`config.mk`:
```
export PLATFORM = sky130hd
export DESIGN_NAME = tpg_frame_timing
export DESIGN_NICKNAME = d
export VERILOG_FILES = /design/src/verilog/tpg_pkg.sv /design/src/verilog/tpg_frame_timing.sv
export SDC_FILE = /design/constraint.sdc
export NUM_CORES = 1
export LEC_CHECK = 0
export BUFFER_PORTS_ARGS = -buffer_cell sky130_fd_sc_hd__buf_2
export CAP_MARGIN = 30
export CORE_ASPECT_RATIO = 0.9
export CORE_MARGIN = 1
export CORE_UTILIZATION = 62
export DETAILED_ROUTE_END_ITERATION = 7
export HOLD_SLACK_MARGIN = 0.1
export PLACE_DENSITY = 0.81
export SYNTH_ARGS = -nofsm -noshare
export SYNTH_HDL_FRONTEND = slang
export SYNTH_SLANG_ARGS = --single-unit
```
`constraint.sdc`:
```
create_clock -name i_mclk -period 8 [get_ports i_mclk]
set_input_delay 0 -clock i_mclk [delete_from_list [all_inputs] [get_ports i_mclk]]
set_output_delay 0 -clock i_mclk [all_outputs]
set_load 0.01 [all_outputs]
```
`src/verilog/tpg_pkg.sv`:
```
// Constants, register map and stream carrier of the test pattern frame timer
//--------------------------------------------------------------
//--------------------------------------------------------------
package tpg_pkg;

    //--------------------------------------------------------------
    // Register indices (byte address is four times the index)
    //--------------------------------------------------------------
    localparam logic [4:0] IDX_CONTROL = 5'h01;
    localparam logic [4:0] IDX_CONFIG = 5'h02;
    localparam logic [4:0] IDX_LINE_SIZE_UPPER = 5'h04;
    localparam logic [4:0] IDX_LINE_SIZE_LOWER = 5'h05;
    localparam logic [4:0] IDX_BAR_SIZE_UPPER = 5'h06;
    localparam logic [4:0] IDX_BAR_SIZE_LOWER = 5'h07;
    localparam logic [4:0] IDX_ACTIVE_LINES_UPPER = 5'h08;
    localparam logic [4:0] IDX_ACTIVE_LINES_LOWER = 5'h09;
    localparam logic [4:0] IDX_TOTAL_LINES_UPPER = 5'h0A;
    localparam logic [4:0] IDX_TOTAL_LINES_LOWER = 5'h0B;
    localparam logic [4:0] IDX_LINE_PERIOD_UPPER = 5'h0C;
    localparam logic [4:0] IDX_LINE_PERIOD_LOWER = 5'h0D;
    localparam logic [4:0] IDX_BACK_PORCH_LINES = 5'h0E;
    localparam logic [4:0] IDX_FRONT_PORCH_LINES = 5'h0F;
    localparam logic [4:0] IDX_PATTERN_BYTE_ZERO = 5'h10;
    localparam logic [4:0] IDX_PATTERN_BYTE_ONE = 5'h11;
    localparam logic [4:0] IDX_PATTERN_BYTE_TWO = 5'h12;
    localparam logic [4:0] IDX_STATUS = 5'h1F;
    localparam int REG_COUNT = 32;

    //--------------------------------------------------------------
    // Values after reset
    //--------------------------------------------------------------
    localparam logic [7:0] RST_CONTROL = 8'h00;
    localparam logic [7:0] RST_CONFIG = 8'h33;
    localparam logic [7:0] RST_LINE_SIZE_UPPER = 8'h07;
    localparam logic [7:0] RST_LINE_SIZE_LOWER = 8'h80;
    localparam logic [7:0] RST_BAR_SIZE_UPPER = 8'h00;
    localparam logic [7:0] RST_BAR_SIZE_LOWER = 8'hF0;
    localparam logic [7:0] RST_ACTIVE_LINES_UPPER = 8'h01;
    localparam logic [7:0] RST_ACTIVE_LINES_LOWER = 8'hE0;
    localparam logic [7:0] RST_TOTAL_LINES_UPPER = 8'h02;
    localparam logic [7:0] RST_TOTAL_LINES_LOWER = 8'h0D;
    localparam logic [7:0] RST_LINE_PERIOD_UPPER = 8'h0C;
    localparam logic [7:0] RST_LINE_PERIOD_LOWER = 8'h67;
    localparam logic [7:0] RST_BACK_PORCH_LINES = 8'h21;
    localparam logic [7:0] RST_FRONT_PORCH_LINES = 8'h0A;
    localparam logic [7:0] RST_PATTERN_BYTE_ZERO = 8'hAA;
    localparam logic [7:0] RST_PATTERN_BYTE_ONE = 8'h33;
    localparam logic [7:0] RST_PATTERN_BYTE_TWO = 8'hF0;
    localparam logic [7:0] RST_ZERO = 8'h00;

    //--------------------------------------------------------------
    // Field positions and masks
    //--------------------------------------------------------------
    localparam int CTRL_ENABLE_BIT = 0;
    localparam int CFG_FIXED_BIT = 7;
    localparam int CFG_BARS_LSB = 4;
    localparam int CFG_BLOCK_LSB = 0;
    localparam logic [7:0] CFG_WRITE_MASK = 8'hBF;
    localparam logic [7:0] CTRL_WRITE_MASK = 8'h01;
    localparam logic [3:0] BLOCK_MIN = 4'h1;
    localparam logic [3:0] BLOCK_MAX = 4'hC;
    localparam logic [7:0] UNPROGRAMMED_BYTE = 8'h00;

    //--------------------------------------------------------------
    // Bus answers
    //--------------------------------------------------------------
    localparam logic [1:0] RESP_OKAY = 2'h0;
    localparam logic [1:0] RESP_SLVERR = 2'h2;

    //--------------------------------------------------------------
    // Generated stream carrier
    //--------------------------------------------------------------
    typedef struct packed {
        logic frame_start;
        logic frame_end;
        logic line_start;
        logic valid;
        logic last;
        logic [7:0] data;
    } tpg_stream_type;

endpackage : tpg_pkg

```
`src/verilog/tpg_frame_timing.sv`:
```
// Frame timing and colour byte generator with its AXI4-Lite register file
//
// The AXI4-Lite slave port was chosen for this implementation.
`timescale 1ns/1ns
module tpg_frame_timing
#(
    parameter int ADDR_W = 8,
    parameter int UNIT_CYCLES = 1
)
(
    input wire logic i_mclk,
    input wire logic i_resetn,
    input wire logic [ADDR_W-1:0] i_awaddr,
    input wire logic i_awvalid,
    output logic o_awready,
    input wire logic [31:0] i_wdata,
    input wire logic [3:0] i_wstrb,
    input wire logic i_wvalid,
    output logic o_wready,
    output logic [1:0] o_bresp,
    output logic o_bvalid,
    input wire logic i_bready,
    input wire logic [ADDR_W-1:0] i_araddr,
    input wire logic i_arvalid,
    output logic o_arready,
    output logic [31:0] o_rdata,
    output logic [1:0] o_rresp,
    output logic o_rvalid,
    input wire logic i_rready,
    output tpg_pkg::tpg_stream_type o_stream
);

    //--------------------------------------------------------------
    // Parameter checks
    //--------------------------------------------------------------
    if (ADDR_W < 8) begin : g_bad_addr
        $error("ADDR_W must be at least 8");
    end
    if (UNIT_CYCLES < 1 || UNIT_CYCLES > 65535) begin : g_bad_unit
        $error("UNIT_CYCLES must be 1 to 65535");
    end

    //--------------------------------------------------------------
    // Functions
    //--------------------------------------------------------------
    function automatic logic [7:0] reset_value(input logic [4:0] idx);
        case (idx)
            tpg_pkg::IDX_CONTROL: reset_value = tpg_pkg::RST_CONTROL;
            tpg_pkg::IDX_CONFIG: reset_value = tpg_pkg::RST_CONFIG;
            tpg_pkg::IDX_LINE_SIZE_UPPER: reset_value = tpg_pkg::RST_LINE_SIZE_UPPER;
            tpg_pkg::IDX_LINE_SIZE_LOWER: reset_value = tpg_pkg::RST_LINE_SIZE_LOWER;
            tpg_pkg::IDX_BAR_SIZE_UPPER: reset_value = tpg_pkg::RST_BAR_SIZE_UPPER;
            tpg_pkg::IDX_BAR_SIZE_LOWER: reset_value = tpg_pkg::RST_BAR_SIZE_LOWER;
            tpg_pkg::IDX_ACTIVE_LINES_UPPER: reset_value = tpg_pkg::RST_ACTIVE_LINES_UPPER;
            tpg_pkg::IDX_ACTIVE_LINES_LOWER: reset_value = tpg_pkg::RST_ACTIVE_LINES_LOWER;
            tpg_pkg::IDX_TOTAL_LINES_UPPER: reset_value = tpg_pkg::RST_TOTAL_LINES_UPPER;
            tpg_pkg::IDX_TOTAL_LINES_LOWER: reset_value = tpg_pkg::RST_TOTAL_LINES_LOWER;
            tpg_pkg::IDX_LINE_PERIOD_UPPER: reset_value = tpg_pkg::RST_LINE_PERIOD_UPPER;
            tpg_pkg::IDX_LINE_PERIOD_LOWER: reset_value = tpg_pkg::RST_LINE_PERIOD_LOWER;
            tpg_pkg::IDX_BACK_PORCH_LINES: reset_value = tpg_pkg::RST_BACK_PORCH_LINES;
            tpg_pkg::IDX_FRONT_PORCH_LINES: reset_value = tpg_pkg::RST_FRONT_PORCH_LINES;
            tpg_pkg::IDX_PATTERN_BYTE_ZERO: reset_value = tpg_pkg::RST_PATTERN_BYTE_ZERO;
            tpg_pkg::IDX_PATTERN_BYTE_ONE: reset_value = tpg_pkg::RST_PATTERN_BYTE_ONE;
            tpg_pkg::IDX_PATTERN_BYTE_TWO: reset_value = tpg_pkg::RST_PATTERN_BYTE_TWO;
            default: reset_value = tpg_pkg::RST_ZERO;
        endcase
    endfunction : reset_value

    function automatic logic is_mapped(input logic [ADDR_W-1:0] addr);
        logic [4:0] idx;
        idx = addr[6:2];
        is_mapped = (addr[ADDR_W-1:7] == '0) &&
            (idx == tpg_pkg::IDX_CONTROL || idx == tpg_pkg::IDX_CONFIG || idx == tpg_pkg::IDX_STATUS ||
            (idx >= tpg_pkg::IDX_LINE_SIZE_UPPER && idx <= tpg_pkg::IDX_PATTERN_BYTE_TWO));
    endfunction : is_mapped

    function automatic logic [15:0] at_least_one(input logic [15:0] value);
        at_least_one = (value == 16'h0000) ? 16'h0001 : value;
    endfunction : at_least_one

    //--------------------------------------------------------------
    // Register file state
    //--------------------------------------------------------------
    logic [7:0] reg_q [0:tpg_pkg::REG_COUNT-1];
    logic awready_q;
    logic bvalid_q;
    logic [1:0] bresp_q;
    logic arready_q;
    logic rvalid_q;
    logic [1:0] rresp_q;
    logic [31:0] rdata_q;
    logic run_q;
    logic active_q;
    logic [7:0] status_byte;
    logic wr_fire;
    logic rd_fire;

    assign wr_fire = awready_q && i_awvalid && i_wvalid;
    assign rd_fire = arready_q && i_arvalid;
    assign status_byte = {6'h00, active_q, run_q};

    //--------------------------------------------------------------
    // AXI4-Lite write channel
    //--------------------------------------------------------------
    always_ff @(posedge i_mclk)
    begin
        if (!i_resetn)
        begin
            awready_q <= 1'b0;
            bvalid_q <= 1'b0;
            bresp_q <= tpg_pkg::RESP_OKAY;
        end
        else
        begin
            awready_q <= i_awvalid && i_wvalid && !bvalid_q && !awready_q;
            if (wr_fire)
            begin
                bvalid_q <= 1'b1;
                bresp_q <= is_mapped(i_awaddr) ? tpg_pkg::RESP_OKAY : tpg_pkg::RESP_SLVERR;
            end
            else if (i_bready)
                bvalid_q <= 1'b0;
        end
    end

    always_ff @(posedge i_mclk)
    begin
        if (!i_resetn)
        begin
            for (int i = 0; i < tpg_pkg::REG_COUNT; i++)
            begin
                reg_q[i] <= reset_value(5'(i));
            end
        end
        else if (wr_fire && i_wstrb[0] && is_mapped(i_awaddr))
        begin
            case (i_awaddr[6:2])
                tpg_pkg::IDX_STATUS: reg_q[tpg_pkg::IDX_STATUS] <= tpg_pkg::RST_ZERO;
                tpg_pkg::IDX_CONFIG: reg_q[tpg_pkg::IDX_CONFIG] <= i_wdata[7:0] & tpg_pkg::CFG_WRITE_MASK;
                tpg_pkg::IDX_CONTROL: reg_q[tpg_pkg::IDX_CONTROL] <= i_wdata[7:0] & tpg_pkg::CTRL_WRITE_MASK;
                default: reg_q[i_awaddr[6:2]] <= i_wdata[7:0];
            endcase
        end
    end

    //--------------------------------------------------------------
    // AXI4-Lite read channel
    //--------------------------------------------------------------
    always_ff @(posedge i_mclk)
    begin
        if (!i_resetn)
        begin
            arready_q <= 1'b0;
            rvalid_q <= 1'b0;
            rresp_q <= tpg_pkg::RESP_OKAY;
            rdata_q <= 32'h00000000;
        end
        else
        begin
            arready_q <= i_arvalid && !rvalid_q && !arready_q;
            if (rd_fire)
            begin
                rvalid_q <= 1'b1;
                rresp_q <= is_mapped(i_araddr) ? tpg_pkg::RESP_OKAY : tpg_pkg::RESP_SLVERR;
                rdata_q <= !is_mapped(i_araddr) ? 32'h00000000 :
                    (i_araddr[6:2] == tpg_pkg::IDX_STATUS) ? {24'h000000, status_byte} :
                    {24'h000000, reg_q[i_araddr[6:2]]};
            end
            else if (i_rready)
                rvalid_q <= 1'b0;
        end
    end

    assign o_awready = awready_q;
    assign o_wready = awready_q;
    assign o_bvalid = bvalid_q;
    assign o_bresp = bresp_q;
    assign o_arready = arready_q;
    assign o_rvalid = rvalid_q;
    assign o_rresp = rresp_q;
    assign o_rdata = rdata_q;

    //--------------------------------------------------------------
    // Programmed values
    //--------------------------------------------------------------
    logic enable;
    logic fixed_mode;
    logic [2:0] last_bar;
    logic [3:0] block_len;
    logic [15:0] line_size;
    logic [15:0] bar_size;
    logic [15:0] active_lines;
    logic [15:0] total_lines;
    logic [15:0] line_period;
    logic [7:0] back_porch;
    logic [7:0] front_porch;
    logic [3:0] block_raw;

    assign enable = reg_q[tpg_pkg::IDX_CONTROL][tpg_pkg::CTRL_ENABLE_BIT];
    assign fixed_mode = reg_q[tpg_pkg::IDX_CONFIG][tpg_pkg::CFG_FIXED_BIT];
    assign last_bar = 3'((4'h1 << reg_q[tpg_pkg::IDX_CONFIG][tpg_pkg::CFG_BARS_LSB +: 2]) - 4'h1);
    assign block_raw = reg_q[tpg_pkg::IDX_CONFIG][tpg_pkg::CFG_BLOCK_LSB +: 4];
    assign block_len = (block_raw < tpg_pkg::BLOCK_MIN) ? tpg_pkg::BLOCK_MIN :
        (block_raw > tpg_pkg::BLOCK_MAX) ? tpg_pkg::BLOCK_MAX : block_raw;
    assign line_size = {reg_q[tpg_pkg::IDX_LINE_SIZE_UPPER], reg_q[tpg_pkg::IDX_LINE_SIZE_LOWER]};
    assign bar_size = at_least_one({reg_q[tpg_pkg::IDX_BAR_SIZE_UPPER], reg_q[tpg_pkg::IDX_BAR_SIZE_LOWER]});
    assign active_lines = {reg_q[tpg_pkg::IDX_ACTIVE_LINES_UPPER], reg_q[tpg_pkg::IDX_ACTIVE_LINES_LOWER]};
    assign total_lines = at_least_one({reg_q[tpg_pkg::IDX_TOTAL_LINES_UPPER],
        reg_q[tpg_pkg::IDX_TOTAL_LINES_LOWER]});
    assign line_period = at_least_one({reg_q[tpg_pkg::IDX_LINE_PERIOD_UPPER],
        reg_q[tpg_pkg::IDX_LINE_PERIOD_LOWER]});
    assign back_porch = reg_q[tpg_pkg::IDX_BACK_PORCH_LINES];
    assign front_porch = reg_q[tpg_pkg::IDX_FRONT_PORCH_LINES];

    //--------------------------------------------------------------
    // Line period timing in link units
    //--------------------------------------------------------------
    logic [15:0] unit_cnt_q;
    logic unit_tick;
    logic [15:0] period_cnt_q;
    logic line_end;
    logic [15:0] line_q;
    logic start_evt;
    logic [15:0] new_line;
    logic [17:0] active_end;
    logic [17:0] end_line;
    logic [17:0] fe_line;

    assign unit_tick = run_q && (unit_cnt_q == 16'(UNIT_CYCLES - 1));
    assign line_end = unit_tick && (period_cnt_q >= line_period - 16'h0001);
    assign start_evt = (enable && !run_q) || line_end;
    assign new_line = (!run_q || line_q >= total_lines - 16'h0001) ? 16'h0000 : line_q + 16'h0001;
    assign active_end = 18'(back_porch) + 18'(active_lines);
    assign end_line = active_end + 18'(front_porch);
    assign fe_line = (end_line < 18'(total_lines)) ? end_line : 18'(total_lines - 16'h0001);

    always_ff @(posedge i_mclk)
    begin
        if (!i_resetn || !enable)
        begin
            unit_cnt_q <= 16'h0000;
            period_cnt_q <= 16'h0000;
            line_q <= 16'h0000;
            run_q <= 1'b0;
        end
        else
        begin
            run_q <= 1'b1;
            unit_cnt_q <= (!run_q || unit_tick) ? 16'h0000 : unit_cnt_q + 16'h0001;
            if (start_evt)
            begin
                period_cnt_q <= 16'h0000;
                line_q <= new_line;
            end
            else if (unit_tick)
            begin
                period_cnt_q <= period_cnt_q + 16'h0001;
            end
        end
    end

    //--------------------------------------------------------------
    // Byte generation within active lines
    //--------------------------------------------------------------
    logic [15:0] bytes_left_q;
    logic [2:0] bar_idx_q;
    logic [15:0] bar_pos_q;
    logic [3:0] blk_idx_q;
    logic new_active;
    logic [3:0] byte_sel;
    logic [7:0] byte_value;

    assign new_active = (18'(new_line) >= 18'(back_porch)) && (18'(new_line) < active_end);
    assign byte_sel = fixed_mode ? blk_idx_q : {1'b0, bar_idx_q};

    always_comb
    begin
        case (byte_sel)
            4'h0: byte_value = reg_q[tpg_pkg::IDX_PATTERN_BYTE_ZERO];
            4'h1: byte_value = reg_q[tpg_pkg::IDX_PATTERN_BYTE_ONE];
            4'h2: byte_value = reg_q[tpg_pkg::IDX_PATTERN_BYTE_TWO];
            default: byte_value = tpg_pkg::UNPROGRAMMED_BYTE;
        endcase
    end

    always_ff @(posedge i_mclk)
    begin
        if (!i_resetn || !enable)
        begin
            bytes_left_q <= 16'h0000;
            bar_idx_q <= 3'h0;
            bar_pos_q <= 16'h0000;
            blk_idx_q <= 4'h0;
            active_q <= 1'b0;
        end
        else if (start_evt)
        begin
            bytes_left_q <= new_active ? line_size : 16'h0000;
            active_q <= new_active;
            bar_idx_q <= 3'h0;
            bar_pos_q <= 16'h0000;
            blk_idx_q <= 4'h0;
        end
        else if (bytes_left_q != 16'h0000)
        begin
            bytes_left_q <= bytes_left_q - 16'h0001;
            blk_idx_q <= (blk_idx_q >= block_len - 4'h1) ? 4'h0 : blk_idx_q + 4'h1;
            if (bar_idx_q < last_bar && bar_pos_q >= bar_size - 16'h0001)
            begin
                bar_idx_q <= bar_idx_q + 3'h1;
                bar_pos_q <= 16'h0000;
            end
            else
            begin
                bar_pos_q <= bar_pos_q + 16'h0001;
            end
        end
    end

    //--------------------------------------------------------------
    // Stream output
    //--------------------------------------------------------------
    always_ff @(posedge i_mclk)
    begin
        if (!i_resetn)
        begin
            o_stream <= '0;
        end
        else
        begin
            o_stream.frame_start <= start_evt && enable && new_line == 16'h0000;
            o_stream.frame_end <= start_evt && enable && 18'(new_line) == fe_line;
            o_stream.line_start <= start_evt && enable;
            o_stream.valid <= enable && !start_evt && bytes_left_q != 16'h0000;
            o_stream.last <= enable && !start_evt && bytes_left_q == 16'h0001;
            o_stream.data <= (enable && !start_evt && bytes_left_q != 16'h0000) ? byte_value : 8'h00;
        end
    end

endmodule : tpg_frame_timing

```
* Yosys cells after proc, flatten, opt, wreduce, memory -nomap -nowiden
Memory sizes are Yosys's and may differ from the RTL's.
Index checks and enable logic that the tools add are counted.
** Storage, ports and cells
- Flip-flop bits (word level) :: 142
- Input port bits :: 59
- Logic and storage cells :: 187
- Bits in writable memories :: 256
- Output and inout bits :: 54
- Bits in read-only memories :: 0
- Memories :: 1
- Bits in latches :: 0
** Operators by class
- Eq/ne operators :: 10
- $add $sub $neg :: 15
- Shifts and indexed selects :: 1
- Multipliers :: 0
- Bitwise gates (word level) :: 5
- Multiplexer cells :: 60
- Magnitude comparators :: 14
- Div/mod/pow operators :: 0
- Reductions and logical operators :: 59
** Memory list
- reg_q :: words 32, bits a word 8, read ports 18, clocked after memory_dff 0, wr ports 32, line tpg_frame_timing.sv:84 : logic [7:0] reg_q [0:tpg_pkg::REG_COUNT-1];
** Operators with widths (count)
- $mux W8 :: 20
- $mux W16 :: 8
- $logic_not A16 Y1 :: 5
- $add A16 B1 Y16 const B :: 4
- $sub A16 B1 Y16 const B :: 4
- $ge A16 B16 Y1 :: 3
- $logic_and A1 B1 Y1 :: 25
- $pmux W8 S3 :: 1
- $mux W1 :: 23
- $add A17 B8 Y18 :: 1
- $eq A16 B18 Y1 :: 1
- $lt A18 B16 Y1 :: 1
- $mux W18 :: 1
- $add A8 B16 Y17 :: 1
- $lt A16 B17 Y1 :: 1
- $sub A16 B1 Y17 const B :: 1
- $eq A16 B1 Y1 const B :: 1
- $ge A16 B8 Y1 :: 1
- $mux W4 :: 4
- $reduce_bool A16 Y1 :: 1
- $eq A5 B1 Y1 const B :: 2
- $eq A5 B2 Y1 const B :: 2
- $eq A5 B5 Y1 const B :: 2
- $ge A5 B3 Y1 const B :: 2
- other kinds (24) :: 49

* Depth between registers and ports, before layout
- Depth after elaboration :: 11
- Depth in mapped cells :: 30
- Depth with buffers taken out :: 27

* Least setup slack after synthesis
Ideal clock, no wire load.
- Path kind :: register to register
- Start point :: memory reg_q[14][0]
- End point :: register o_stream[11] in the netlist's numbering
- Period minus slack after synthesis :: 6.216 ns
- Setup slack :: 1.784 ns
- Stages on the path, launching flop included :: 29
- Arrival time :: 6.113 ns
- Required time :: 7.897 ns
- Buffers on the path :: 2
- Library setup time :: 0.103 ns
- Path through :: edfxtp_1 > ha_1 > inv_1 > fa_1 > nand2b_1 > a21oi_1 > nor2_1 > xnor2_1 > ha_1 > nor2_1 > o31ai_1 > a21boi_0 > or3b_2 > xnor2_1 > inv_1 > ha_1 > a211oi_1 > o21ai_0 > a2111oi_0 > nor2_1 > a211o_1 > buf_6 > a31oi_4 > buf_6 > mux2i_1 > xnor2_1 > o211ai_1 > or4b_1 > a2111oi_2
** RTL lines
- start: declaration :: line tpg_frame_timing.sv:84
- end: declaration :: line tpg_frame_timing.sv:30 : output tpg_pkg::tpg_stream_type o_stream

==> metrics.txt <==
Avg Cell Area, Syn=10.9 um2; cts bufs inserted=39; fin crit share=90.2%; post-synthesis sequential area ratio=47.9%; Clk pin slew, worst setup/hold paths=0.06 ns; hold path depth=4; global-route wire length before repair=87300 um; Avg Vias per Cell=6.29; reg-to-reg setup timing slack=0.78 ns; clk buf depth=3; CP startpoint=reg_q[14][0]; hold_buf cts=25; Critical Path AT=7.65 ns; Hold Crit Start=i_wstrb[0]; Max Fclk=around 0.14 GHz; Layout area overhead=12.9%; crit path launch type=register; Peak supply drop=about 200 uV; die height=176 um; max incr delay on CP=0.50 ns; pin count of the biggest net entering global routing=69; DIE AREA=34500 um2; vias post-DR=16.2k; FF-to-FF End=o_stream[11]; final RePlAce weighted congestion=0.980; Post-synth ARST share=0%; total negative setup slack=0 ns; Min-Delay Path Class=in2reg; Clock Tree Root=clkbuf_16; Yosys top cell area share=36.8%; Starting Density=63.3%; Detailed Routing Iterations Pass 1=6; total gr overflow=0; Ports=113; vias in the first global route=15.6k; Post-Syn Instances=1921; core area=between 30000 and 40000 um2; Clock Skew=0.0284 ns; Worst-Skew Late Latency=0.55 ns; fraction of layout cells with a size suffix above 1=11.0%; Pwr Density=198 nW/um2; # resized after CTS=0; Setup Fix Bufs, Post-CTS=0; Synth Register Bits=372; CTS tree=built; DR iter-0 viols=1828; Post-Syn Area=20900 um2; worst endpoint required time=8.43 ns; H-tree Lvls=2; Slew headroom=32.2%; final hold viol count=0; status=finished, final reports clean; initial antenna violation count=1; layout net count=2293; Slowest-stage cell, CP=or4b_1; Primary FF master, synth=edfxtp_1; final WL=56600 um; Hold WS=about 0.17 ns; most used cell, CP=nor2_1; PortBufs=55; post-DP HPWL=about 40000 um; LEAKAGE=9.26 nW; Post-synth EDFFs=256; WL/cell=22.0 um; Critical Path Fanout Max=15; Max-Cap Viols=0; DRC Markers=0; Setup Viol. Count Final=0; DRT antenna net count=0; RSZ-0062 raised after global routing=no; post-route insts no fill=about 2.6k; number of clock sinks=approximately 370; row count=63; max-slew violations=0; worst r2r src=reg_q[14][0]; warnings from Yosys=0; Die W=196 um; crit end category=register; most frequent cell after synthesis=nor2_1; synth top area cells=edfxtp_1 (37%), dfxtp_1 (11%), mux4_2 (8.6%); Tmin final=7.22 ns; Commonest cells post-synth=nor2_1 (273), edfxtp_1 (256), nand2_1 (142); largest area contributor in the netlist=edfxtp_1; GRT Overall Usage=between 30% and 40%; Unique masters post-synth=approximately 80; Placed Instances=2470; Min-Delay Endpoint=reg_q[2][6]; Crit Path Class=reg2reg; Tightest Pin Transition=about 1 ns; Worst R2R Path Depth=27
## worst max-delay path by stage
stage / slack, ns / end / depth (start not counted)
finish: 0.78 / o_stream[11] / 27
global route: 0.09 / o_stream[11] / 26
CTS: 0.87 / o_stream[11] / 27
detailed placement: 0.91 / o_stream[11] / 27
global placement: 1.06 / o_stream[11] / 26
floorplan: 1.78 / o_stream[11] / 28
## flip-flops by register name (all words and copies together) (netlist names), 3 cells and up
register      count
reg_q           256
bar_pos_q        16
bytes_left_q     16
line_q           16
period_cnt_q     16
unit_cnt_q       16
o_stream         13
o_rdata           8
blk_idx_q         4
bar_idx_q         3
## cell families (layout without fill, tap and decap cells)
logic type	count (synthesis)	after routing	share of synthesized area, %
simple gates	704	704	15.9
flops	372	372	47.9
compound gates	261	261	8.20
buf+inv	200	271	4.18
xor+xnor	141	141	5.91
mux	122	122	10.6
fa+ha+maj	120	120	7.24
other cells	1	156	0.0179
## placed cells by master (no fill, tap or decap), types with 17 or more instances in the layout
cell and count:
o22ai_1 17, nand3_1 66, inv_1 103, clkbuf_16 40, and3_1 17, a21o_1 30
conb_1 154, edfxtp_1 256, nor2_1 273, xor2_1 63, or3_1 19, mux4_2 80
nand2b_1 24, nor3_1 43, a21oi_1 77, xnor2_1 78, dlygate4sd3_1 25, mux2i_1 40
nand2_1 142, nor4_1 21, buf_2 56, nand4_1 32, ha_1 117, o21ai_0 45
dfxtp_1 116
## per-layer routing
metal	routed length (um)	GRT usage [%]	vias to the layer above
met3	6280	7.60	205
li1	-	-	7238
met1	21500	43.8	7693
met4	2680	14.7	0
met2	26100	53.2	1014
met5	0	0	-
## report_power, final
part / switching, mW / internal, mW / leakage [nW]
clock: 0.776 / 1.21 / 0.685
combinational: 0.303 / 0.202 / 5.20
sequential: 0.0456 / 2.14 / 3.37
total: 1.12 / 3.55 / 9.26
## critical path: cells and delay by family (launching register included)
family / cells / cell delay (ns)
AOI/OAI and AO/OA: 10 / 3.11
buffers and inverters: 1 / 0.07
adders and majority gates: 4 / 1.13
xor gates and xnor gates: 3 / 0.60
muxes: 1 / 0.28
and+or+nand+nor: 8 / 1.49
DFF: 1 / 0.41
## area by class of cell
class                      count  area [um2]
antenna                        2        5.00
clock buffer                  53        1080
clock inverter                18         317
fill                        2224        9420
inverter                     103         387
multi-input combinational   1502       10600
sequential                   372       10000
tap                          422         528
timing repair buffer          97         683
## through the flow
stage	utilization, %	worst slack [ns]	area (um2)	power [mW]
floorplan	-	1.78	21500	2.55
global placement	66.3	1.06	21900	2.67
detailed placement	66.4	0.912	21900	2.69
CTS	71.4	0.866	23600	4.66
global route	71.5	0.0856	23600	4.79
finish	71.5	0.780	23600	4.68
Note: power is estimated with default switching activity, not from simulation.
